===== src/pia_pkg.sv =====
// pia_pkg: constants and types for the priority interrupt arbiter
// assumes a single 250 MHz core clock and an APB register bus
`default_nettype none
package pia_pkg;
  localparam int NSRC = 13;
  localparam int SRC_W = 4;
  localparam int LVL_W = 3;
  localparam int ADDR_W = 12;

  // register indices; byte address is four times the index, so offsets are word aligned
  localparam logic [7:0] IDX_EXT_FLAGS = 8'h91;
  localparam logic [7:0] IDX_WD_PWR = 8'hD8;
  localparam logic [7:0] IDX_EXT_EN = 8'hE8;
  localparam logic [7:0] IDX_BASE_EN = 8'hA8;
  localparam logic [7:0] IDX_PRIO_LOW = 8'hB8;
  localparam logic [7:0] IDX_PRIO_HIGH = 8'hB9;
  localparam logic [7:0] IDX_EPRIO_LOW = 8'hF8;
  localparam logic [7:0] IDX_EPRIO_HIGH = 8'hF9;
  localparam logic [7:0] IDX_TCTRL = 8'h88;
  localparam logic [7:0] IDX_STATUS = 8'hC0;

  // field positions
  localparam int B_GLOBAL = 7;
  localparam int B_IT0 = 0;
  localparam int B_PIN0_FLAG = 1;
  localparam int B_IT1 = 2;
  localparam int B_PIN1_FLAG = 3;
  localparam int B_TMR0_FLAG = 5;
  localparam int B_TMR1_FLAG = 7;
  localparam int B_WDOG_FLAG = 3;
  localparam int B_SUPPLY_FLAG = 4;
  localparam int B_SUPPLY_EN = 5;
  localparam int B_PIN2_FLAG = 4;

  localparam logic [7:0] REG_RST = 8'h00;
  localparam logic [LVL_W-1:0] LVL_PFAIL = 3'h4;
  localparam logic [LVL_W-1:0] LVL_IDLE = 3'h7;

  localparam logic [7:0] VEC_TABLE [NSRC] = '{8'h33, 8'h03, 8'h0B, 8'h13, 8'h1B, 8'h23,
    8'h2B, 8'h3B, 8'h43, 8'h4B, 8'h53, 8'h5B, 8'h63};

  typedef enum logic [SRC_W-1:0] {
    S_PFAIL, S_EXT0, S_TMR0, S_EXT1, S_TMR1, S_SER0, S_TMR2,
    S_SER1, S_EXT2, S_EXT3, S_EXT4, S_EXT5, S_WDOG
  } pia_src_t;

  typedef struct packed {
    logic       valid;
    logic [7:0] vector;
    logic [LVL_W-1:0] level;
    logic [SRC_W-1:0] source;
  } pia_req_t;
endpackage : pia_pkg
`default_nettype wire


===== src/pia_arbiter.sv =====
// pia_arbiter: collects thirteen requests, ranks them and vectors the core
// assumes peripheral event inputs are one-cycle pulses on clk_sys_i; pins are async
//
// Behaviour
// - five levels, rank by level first
// - supply failure level 4, always wins
// - other sources programmable levels three to zero
// - ties broken by fixed natural order
// - flags set regardless of enable bits
// - edge pin 0/1 flags cleared on vector
// - level pin 0/1 flags follow pin
// - timer 0/1 overflow cleared on vector
// - pin 0 vector 03h, position 1
// - timer 0 vector 0Bh, position 2
// - pin 1 vector 13h, position 3
// - timer 1 vector 1Bh, position 4
// - serial 0 rx or tx shares 23h
// - timer 2 overflow or trigger shares 2Bh
// - serial 1 rx or tx shares 3Bh
// - pin 2 extended flag, enable, 43h
// - pin 3 extended priority bits, 4Bh
// - pin 4 extended flag, enable, 53h
// - pin 5 flag bit 7, 5Bh
// - watchdog flag bit 3, 63h lowest
`timescale 1ns/100ps
`default_nettype none
module pia_arbiter
  import pia_pkg::*;
#(
  parameter int NEST = 5
) (
  // clock and reset
  input  wire logic              clk_sys_i,
  input  wire logic              nrst_i,
  // apb slave
  input  wire logic              psel_i,
  input  wire logic              penable_i,
  input  wire logic              pwrite_i,
  input  wire logic [ADDR_W-1:0] paddr_i,
  input  wire logic [31:0]       pwdata_i,
  output logic [31:0]            prdata_o,
  output logic                   pready_o,
  output logic                   pslverr_o,
  // external pins, asynchronous
  input  wire logic [5:0]        ext_pin_n_i,
  // peripheral events, core clock
  input  wire logic              supply_fail_evt_i,
  input  wire logic              timer0_ovf_evt_i,
  input  wire logic              timer1_ovf_evt_i,
  input  wire logic              serial0_rx_done_i,
  input  wire logic              serial0_tx_done_i,
  input  wire logic              timer2_ovf_evt_i,
  input  wire logic              timer2_trig_evt_i,
  input  wire logic              serial1_rx_done_i,
  input  wire logic              serial1_tx_done_i,
  input  wire logic              watchdog_evt_i,
  // core handshake
  input  wire logic              vector_ack_i,
  input  wire logic              reti_i,
  output logic                   irq_req_o,
  output logic [7:0]             irq_vector_o,
  output logic [LVL_W-1:0]       active_level_o
);

  // registers
  logic [7:0] base_en, prio_low, prio_high, eprio_low, eprio_high, ext_en;
  logic [7:0] tctrl, ext_flags, wd_pwr;
  logic [7:0] ser_flags;
  logic [7:0] next_base_en, next_prio_low, next_prio_high, next_eprio_low;
  logic [7:0] next_eprio_high, next_ext_en, next_tctrl, next_ext_flags, next_wd_pwr;
  logic [7:0] next_ser_flags;
  logic [31:0] next_prdata;
  logic        next_pready, next_pslverr;

  // pin synchronisers: three stages, change accepted when stages two and three agree
  logic [5:0] pin_s1, pin_s2, pin_s3, pin_lvl, next_pin_lvl;
  logic [5:0] pin_fall;

  // service nesting stack of levels
  logic [LVL_W-1:0] stk [NEST];
  logic [LVL_W-1:0] next_stk [NEST];
  logic [2:0]       depth, next_depth;
  logic             next_irq_req;
  logic [7:0]       next_vector;
  logic [LVL_W-1:0] next_active;
  // source of the offered vector: the clear must hit what the core took, not a later winner
  logic [SRC_W-1:0] offer_src, next_offer;

  pia_req_t   win;
  logic [NSRC-1:0] pend;
  logic [LVL_W-1:0] lvl [NSRC];
  logic       taken;
  logic [SRC_W-1:0] ack_src;

  function automatic logic [LVL_W-1:0] lvl_of(input logic hi, input logic lo);
    lvl_of = {1'b0, hi, lo};
  endfunction : lvl_of

  function automatic logic hit(input logic [ADDR_W-1:0] a, input logic [7:0] idx);
    hit = (a == {2'b00, idx, 2'b00});
  endfunction : hit

  always_ff @(posedge clk_sys_i or negedge nrst_i) begin
    if (!nrst_i) begin
      pin_s1 <= 6'h3F;
      pin_s2 <= 6'h3F;
      pin_s3 <= 6'h3F;
      pin_lvl <= 6'h00;
    end else begin
      pin_s1 <= ext_pin_n_i;
      pin_s2 <= pin_s1;
      pin_s3 <= pin_s2;
      pin_lvl <= next_pin_lvl;
    end
  end

  always_comb begin
    next_pin_lvl = pin_lvl;
    for (int i = 0; i < 6; i++) begin
      if (pin_s2[i] == pin_s3[i]) begin
        next_pin_lvl[i] = ~pin_s3[i];
      end
    end
    pin_fall = next_pin_lvl & ~pin_lvl;
  end

  // pending vector in natural order
  always_comb begin
    pend = '0;
    pend[S_PFAIL] = wd_pwr[B_SUPPLY_FLAG] & wd_pwr[B_SUPPLY_EN];
    pend[S_EXT0] = tctrl[B_PIN0_FLAG] & base_en[0];
    pend[S_TMR0] = tctrl[B_TMR0_FLAG] & base_en[1];
    pend[S_EXT1] = tctrl[B_PIN1_FLAG] & base_en[2];
    pend[S_TMR1] = tctrl[B_TMR1_FLAG] & base_en[3];
    pend[S_SER0] = (ser_flags[0] | ser_flags[1]) & base_en[4];
    pend[S_TMR2] = (ser_flags[4] | ser_flags[5]) & base_en[5];
    pend[S_SER1] = (ser_flags[2] | ser_flags[3]) & base_en[6];
    pend[S_EXT2] = ext_flags[4] & ext_en[0];
    pend[S_EXT3] = ext_flags[5] & ext_en[1];
    pend[S_EXT4] = ext_flags[6] & ext_en[2];
    pend[S_EXT5] = ext_flags[7] & ext_en[3];
    pend[S_WDOG] = wd_pwr[B_WDOG_FLAG] & ext_en[4];
    lvl[0] = LVL_PFAIL;
    for (int i = 1; i < 8; i++) begin
      lvl[i] = lvl_of(prio_high[i-1], prio_low[i-1]);
    end
    for (int i = 8; i < NSRC; i++) begin
      lvl[i] = lvl_of(eprio_high[i-8], eprio_low[i-8]);
    end
  end

  // highest level wins; strict compare keeps the earliest position on a tie
  always_comb begin
    win = '0;
    for (int i = 0; i < NSRC; i++) begin
      if (pend[i] && (!win.valid || lvl[i] > win.level)) begin
        win.valid = 1'b1;
        win.level = lvl[i];
        win.source = SRC_W'(i);
        win.vector = VEC_TABLE[i];
      end
    end
  end

  // service stack; a request that equals the running level waits
  always_comb begin
    logic [LVL_W-1:0] cur;
    cur = (depth == 3'h0) ? LVL_IDLE : stk[depth - 3'h1];
    next_stk = stk;
    next_depth = depth;
    taken = vector_ack_i & irq_req_o;
    ack_src = '0;
    if (taken && depth < 3'(NEST)) begin
      next_stk[depth] = active_level_o;
      next_depth = depth + 3'h1;
      ack_src = offer_src;
    end else if (reti_i && depth != 3'h0) begin
      next_depth = depth - 3'h1;
    end
    cur = (next_depth == 3'h0) ? LVL_IDLE : next_stk[next_depth - 3'h1];
    next_irq_req = base_en[B_GLOBAL] && win.valid &&
                   (cur == LVL_IDLE || win.level > cur) && !taken;
    next_vector = win.vector;
    next_active = win.level;
    next_offer = win.source;
  end

  always_ff @(posedge clk_sys_i or negedge nrst_i) begin
    if (!nrst_i) begin
      depth <= 3'h0;
      irq_req_o <= 1'b0;
      irq_vector_o <= 8'h00;
      active_level_o <= 3'h0;
      offer_src <= '0;
      for (int i = 0; i < NEST; i++) begin
        stk[i] <= 3'h0;
      end
    end else begin
      depth <= next_depth;
      irq_req_o <= next_irq_req;
      irq_vector_o <= next_vector;
      active_level_o <= next_active;
      offer_src <= next_offer;
      stk <= next_stk;
    end
  end

  // register file and flags; hardware sets win over software clears
  always_comb begin
    logic wr, rd;
    wr = psel_i & penable_i & pwrite_i;
    rd = psel_i & penable_i & ~pwrite_i;
    next_base_en = base_en;
    next_prio_low = prio_low;
    next_prio_high = prio_high;
    next_eprio_low = eprio_low;
    next_eprio_high = eprio_high;
    next_ext_en = ext_en;
    next_tctrl = tctrl;
    next_ext_flags = ext_flags;
    next_wd_pwr = wd_pwr;
    next_ser_flags = ser_flags;
    next_prdata = 32'h0;
    next_pready = psel_i & penable_i & ~pready_o;
    next_pslverr = 1'b0;
    if (wr && !pready_o) begin
      if (hit(paddr_i, IDX_BASE_EN)) begin
        next_base_en = pwdata_i[7:0];
      end else if (hit(paddr_i, IDX_PRIO_LOW)) begin
        next_prio_low = pwdata_i[7:0];
      end else if (hit(paddr_i, IDX_PRIO_HIGH)) begin
        next_prio_high = pwdata_i[7:0];
      end else if (hit(paddr_i, IDX_EPRIO_LOW)) begin
        next_eprio_low = pwdata_i[7:0];
      end else if (hit(paddr_i, IDX_EPRIO_HIGH)) begin
        next_eprio_high = pwdata_i[7:0];
      end else if (hit(paddr_i, IDX_EXT_EN)) begin
        next_ext_en = pwdata_i[7:0];
      end else if (hit(paddr_i, IDX_TCTRL)) begin
        next_tctrl = pwdata_i[7:0];
      end else if (hit(paddr_i, IDX_EXT_FLAGS)) begin
        next_ext_flags = pwdata_i[7:0];
      end else if (hit(paddr_i, IDX_WD_PWR)) begin
        next_wd_pwr = pwdata_i[7:0];
      end else if (hit(paddr_i, IDX_STATUS)) begin
        next_ser_flags = pwdata_i[7:0];
      end else begin
        next_pslverr = 1'b1;
      end
    end else if (rd && !pready_o) begin
      if (hit(paddr_i, IDX_BASE_EN)) begin
        next_prdata[7:0] = base_en;
      end else if (hit(paddr_i, IDX_PRIO_LOW)) begin
        next_prdata[7:0] = prio_low;
      end else if (hit(paddr_i, IDX_PRIO_HIGH)) begin
        next_prdata[7:0] = prio_high;
      end else if (hit(paddr_i, IDX_EPRIO_LOW)) begin
        next_prdata[7:0] = eprio_low;
      end else if (hit(paddr_i, IDX_EPRIO_HIGH)) begin
        next_prdata[7:0] = eprio_high;
      end else if (hit(paddr_i, IDX_EXT_EN)) begin
        next_prdata[7:0] = ext_en;
      end else if (hit(paddr_i, IDX_TCTRL)) begin
        next_prdata[7:0] = tctrl;
      end else if (hit(paddr_i, IDX_EXT_FLAGS)) begin
        next_prdata[7:0] = ext_flags;
      end else if (hit(paddr_i, IDX_WD_PWR)) begin
        next_prdata[7:0] = wd_pwr;
      end else if (hit(paddr_i, IDX_STATUS)) begin
        next_prdata = {16'h0, 5'h0, active_level_o, ser_flags};
      end else begin
        next_pslverr = 1'b1;
      end
    end
    // automatic clears on vector entry
    if (taken) begin
      if (ack_src == S_EXT0 && tctrl[B_IT0]) begin
        next_tctrl[B_PIN0_FLAG] = 1'b0;
      end
      if (ack_src == S_EXT1 && tctrl[B_IT1]) begin
        next_tctrl[B_PIN1_FLAG] = 1'b0;
      end
      if (ack_src == S_TMR0) begin
        next_tctrl[B_TMR0_FLAG] = 1'b0;
      end
      if (ack_src == S_TMR1) begin
        next_tctrl[B_TMR1_FLAG] = 1'b0;
      end
    end
    // pin 0/1: edge latches, level mode follows the pin
    if (tctrl[B_IT0]) begin
      if (pin_fall[0]) begin
        next_tctrl[B_PIN0_FLAG] = 1'b1;
      end
    end else begin
      next_tctrl[B_PIN0_FLAG] = pin_lvl[0];
    end
    if (tctrl[B_IT1]) begin
      if (pin_fall[1]) begin
        next_tctrl[B_PIN1_FLAG] = 1'b1;
      end
    end else begin
      next_tctrl[B_PIN1_FLAG] = pin_lvl[1];
    end
    if (timer0_ovf_evt_i) begin
      next_tctrl[B_TMR0_FLAG] = 1'b1;
    end
    if (timer1_ovf_evt_i) begin
      next_tctrl[B_TMR1_FLAG] = 1'b1;
    end
    for (int i = 2; i < 6; i++) begin
      if (pin_fall[i]) begin
        next_ext_flags[B_PIN2_FLAG + i - 2] = 1'b1;
      end
    end
    if (supply_fail_evt_i) begin
      next_wd_pwr[B_SUPPLY_FLAG] = 1'b1;
    end
    if (watchdog_evt_i) begin
      next_wd_pwr[B_WDOG_FLAG] = 1'b1;
    end
    if (serial0_rx_done_i) begin
      next_ser_flags[0] = 1'b1;
    end
    if (serial0_tx_done_i) begin
      next_ser_flags[1] = 1'b1;
    end
    if (serial1_rx_done_i) begin
      next_ser_flags[2] = 1'b1;
    end
    if (serial1_tx_done_i) begin
      next_ser_flags[3] = 1'b1;
    end
    if (timer2_ovf_evt_i) begin
      next_ser_flags[4] = 1'b1;
    end
    if (timer2_trig_evt_i) begin
      next_ser_flags[5] = 1'b1;
    end
  end

  always_ff @(posedge clk_sys_i or negedge nrst_i) begin
    if (!nrst_i) begin
      base_en <= REG_RST;
      prio_low <= REG_RST;
      prio_high <= REG_RST;
      eprio_low <= REG_RST;
      eprio_high <= REG_RST;
      ext_en <= REG_RST;
      tctrl <= REG_RST;
      ext_flags <= REG_RST;
      wd_pwr <= REG_RST;
      ser_flags <= REG_RST;
      prdata_o <= 32'h0;
      pready_o <= 1'b0;
      pslverr_o <= 1'b0;
    end else begin
      base_en <= next_base_en;
      prio_low <= next_prio_low;
      prio_high <= next_prio_high;
      eprio_low <= next_eprio_low;
      eprio_high <= next_eprio_high;
      ext_en <= next_ext_en;
      tctrl <= next_tctrl;
      ext_flags <= next_ext_flags;
      wd_pwr <= next_wd_pwr;
      ser_flags <= next_ser_flags;
      prdata_o <= next_prdata;
      pready_o <= next_pready;
      pslverr_o <= next_pslverr;
    end
  end

endmodule : pia_arbiter
`default_nettype wire


===== config.mk =====
export PLATFORM = sky130hd
export DESIGN_NAME = pia_arbiter
export DESIGN_NICKNAME = d
export VERILOG_FILES = /design/src/pia_pkg.sv /design/src/pia_arbiter.sv
export SDC_FILE = /design/constraint.sdc
export NUM_CORES = 1
export LEC_CHECK = 0
export ABC_AREA = 0
export CAP_MARGIN = 20
export CORE_ASPECT_RATIO = 0.75
export CORE_MARGIN = 1
export CORE_UTILIZATION = 45
export CTS_CLUSTER_SIZE = 28
export DETAILED_ROUTE_END_ITERATION = 8
export DONT_BUFFER_PORTS = 1
export GPL_ROUTABILITY_DRIVEN = 0
export MAX_ROUTING_LAYER = met4
export SYNTH_ARGS = -nofsm -noshare
export SYNTH_HDL_FRONTEND = slang
export SYNTH_SLANG_ARGS = --single-unit
export TNS_END_PERCENT = 5

===== constraint.sdc =====
create_clock -name clk_sys_i -period 22.3 [get_ports clk_sys_i]
set_input_delay 4.46 -clock clk_sys_i [delete_from_list [all_inputs] [get_ports clk_sys_i]]
set_output_delay 4.46 -clock clk_sys_i [all_outputs]
set_load 0.01 [all_outputs]

==> out/qor.csv <==
metric;value;unit
synthSimpleGateAreaFrac;0.135;
ys_seq_elements;147;
layout_common_cells;129 x dfrtp_1, 66 x mux2_2, 61 x a21oi_1;
end_kind;register;
cts_buffers;17;
num-nets-final;859;
dieHeight;118;um
grt_max_degree;148;
maxSlewViolCount;0;
layout-drive-gt1-share;0.182;
drtIter0Drc;777;
required;22.61;ns
post-route-drc-count;0;
fin_cells;1017;
netlist_area;8010;um^2
min_period_over_period;0.839;
async_flop_share;1.00;
htree_levels;4;
grt_pass1_vias;6291;
port_buffers;0;
cp_top_family;compound AO/OA/AOI/OAI gates;
synth_ff_type;dfrtp_1;
synth-edff-count;0;
finish.utilization;0.509;
leakagePower;3.97;nW
yosysWarnings;0;
seq_area_frac_synth;0.462;
synthCells;778;
synth_mux_area_frac;0.124;
root_buffer;clkbuf_16;
period_needed;18.71;ns
crit_path_top_delay_cell;o32ai_1;
r2r_cells;76;
hold_viol;0;
chipWidth;156;um
skew;0.0136;ns
cts_tree;yes;
postCtsHoldBufs;0;
synth_top_family_by_area;compound AO/OA/AOI/OAI gates;
tightest_slew;1.19;ns
cts_sinks;147;
dr.pass1.iters;6;
final_common_cell;dfrtp_1;
rsz0062_at_grt;false;
grt-ovfl-total;0;
cpPeakStageDelay;0.81;ns
relSlewSlack;0.205;
wire_per_inst;22.0;um
ir_drop;0.0523;mV
dieArea;18300;um^2
area_growth;8.97;%
yosysTopAreaCellShare;0.403;
crit_path_start_kind;register;
core;17100;um^2
maxCapViolations;0;
crit_top_cell;ha_1;
synth_xor_area_frac;0.00109;
place_ws;4.29;ns
postCtsSetupRepairBufs;0;
path_clk_slew;0.07;ns
dpl.hpwl;16000;um
cp.depth;76;
start_util;0.467;
wl;22400;um
clk_latency;0.44;ns
synth_cell_types;78;
crit_arrival;19.02;ns
max_freq;53.5;MHz
power_density;74.3;nW/um^2
path_max_fanout;13;
grt_util_all_layers;0.264;
placed_cells;984;
hold_depth;0;
yosys-top-cells-area;dfrtp_1 40%, mux2_2 9.3%, dfstp_2 5.9%;
fin_tns_setup;0;ns
finalWorstSetupSlack;3.59;ns
antenna_found_initial;1;
n_fill_cell;1570;
criticalPathCategory;reg -> reg;
vias_per_cell;6.20;
rows;41;
avgSynthCellArea;10.3;um^2
ant_nets;0;
io_pins;113;
cts_resized;0;
holdWs;0.357;ns
min_path_type;reg -> reg;
yosysTopAreaCell;dfrtp_1;
worst-path-buf-inv;3;
grt_pass1_wl;35300;um
setup-violations-final;0;
cts_buffer_depth;2;
outcome;finished clean;
vias;6306;
synth-compound-area-share;0.180;
synthAdderAreaFrac;0.0391;
[flip-flops by register name, indices dropped and copies added (netlist names), 4 cells and up]
register and flops:
wd_pwr 8, pin_lvl 6, pin_s3 6, pin_s2 6, eprio_high 8, prio_low 8, pin_s1 6, stk 15
ser_flags 8, tctrl 8, irq_vector_o 4, ext_en 8, prdata_o 11, base_en 8, prio_high 8, eprio_low 8
ext_flags 8, offer_src 4
[final cells by class]
| type | count | area [um^2] | share of cell area |
|---|---|---|---|
| Multi-Input combinational cell | 559 | 3940 | 0.452 |
| Sequential cell | 147 | 3700 | 0.424 |
| Clock buffer | 17 | 425 | 0.0488 |
| Tap cell | 236 | 295 | 0.0338 |
| Clock inverter | 15 | 186 | 0.0214 |
| Inverter | 38 | 143 | 0.0163 |
| Timing Repair Buffer | 4 | 30.0 | 0.00344 |
| Antenna cell | 1 | 2.50 | 0.000287 |
[routing by layer]
metal  GRT usage  vias up  share of wire
met5           -        -              0
met4      0.0839        0          0.024
met3      0.0788       47          0.098
met2       0.358      323           0.42
met1       0.375     3141           0.46
li1            -     2795              -
[cell usage after synthesis, types with 12 or more instances]
library cell and instances:
buf_4 26, o21ai_0 41, nor3_1 17, clkbuf_1 21
nand3_1 18, nor2b_1 18, mux2_2 66, mux2i_1 23
nor2_1 55, a21oi_1 61, inv_1 38, ha_1 25
nand2_1 47, dfrtp_1 129, o22ai_1 12, dfstp_2 18
[final timing paths]
| path | start | end | slack [ns] |
|---|---|---|---|
| hold reg to reg | pin_s1[4] | pin_s2[4] | 0.36 |
| min in group asynchronous | nrst_i | prdata_o[1] | 3.72 |
| max in group asynchronous | nrst_i | pin_s1[1] | 18.28 |
| setup reg to reg | wd_pwr[4] | irq_req_o | 3.59 |
| setup / recovery | wd_pwr[4] | irq_req_o | 3.59 |
| hold / removal | pin_s1[4] | pin_s2[4] | 0.36 |
[metrics by stage]
step | power (mW) | cell area [um^2]
floorplan | 0.350 | 8090
global placement | 0.358 | 8110
detailed placement | 0.362 | 8110
CTS | 0.652 | 8720
global route | 0.673 | 8730
finish | 0.648 | 8730
[kinds of logic (layout without fill, tap and decap cells)]
| family | count (synthesis) | count (layout) |
|---|---|---|
| AOI/OAI and AO/OA | 206 | 206 |
| buffers and inverters | 94 | 74 |
| and+or+nand+nor | 214 | 214 |
| adders and majority gates | 25 | 25 |
| muxes | 90 | 90 |
| xor gates and xnor gates | 1 | 1 |
| other | 1 | 24 |
| DFF | 147 | 147 |
[report_power, final]
group	internal, mW	total (mW)	leakage (nW)	switching (mW)
combinational	0.0309	0.0758	1.84	0.0449
clock	0.152	0.289	0.290	0.137
sequential	0.274	0.283	1.83	0.00849
total	0.458	0.648	3.97	0.190
Power figures use the tool's default switching activity.
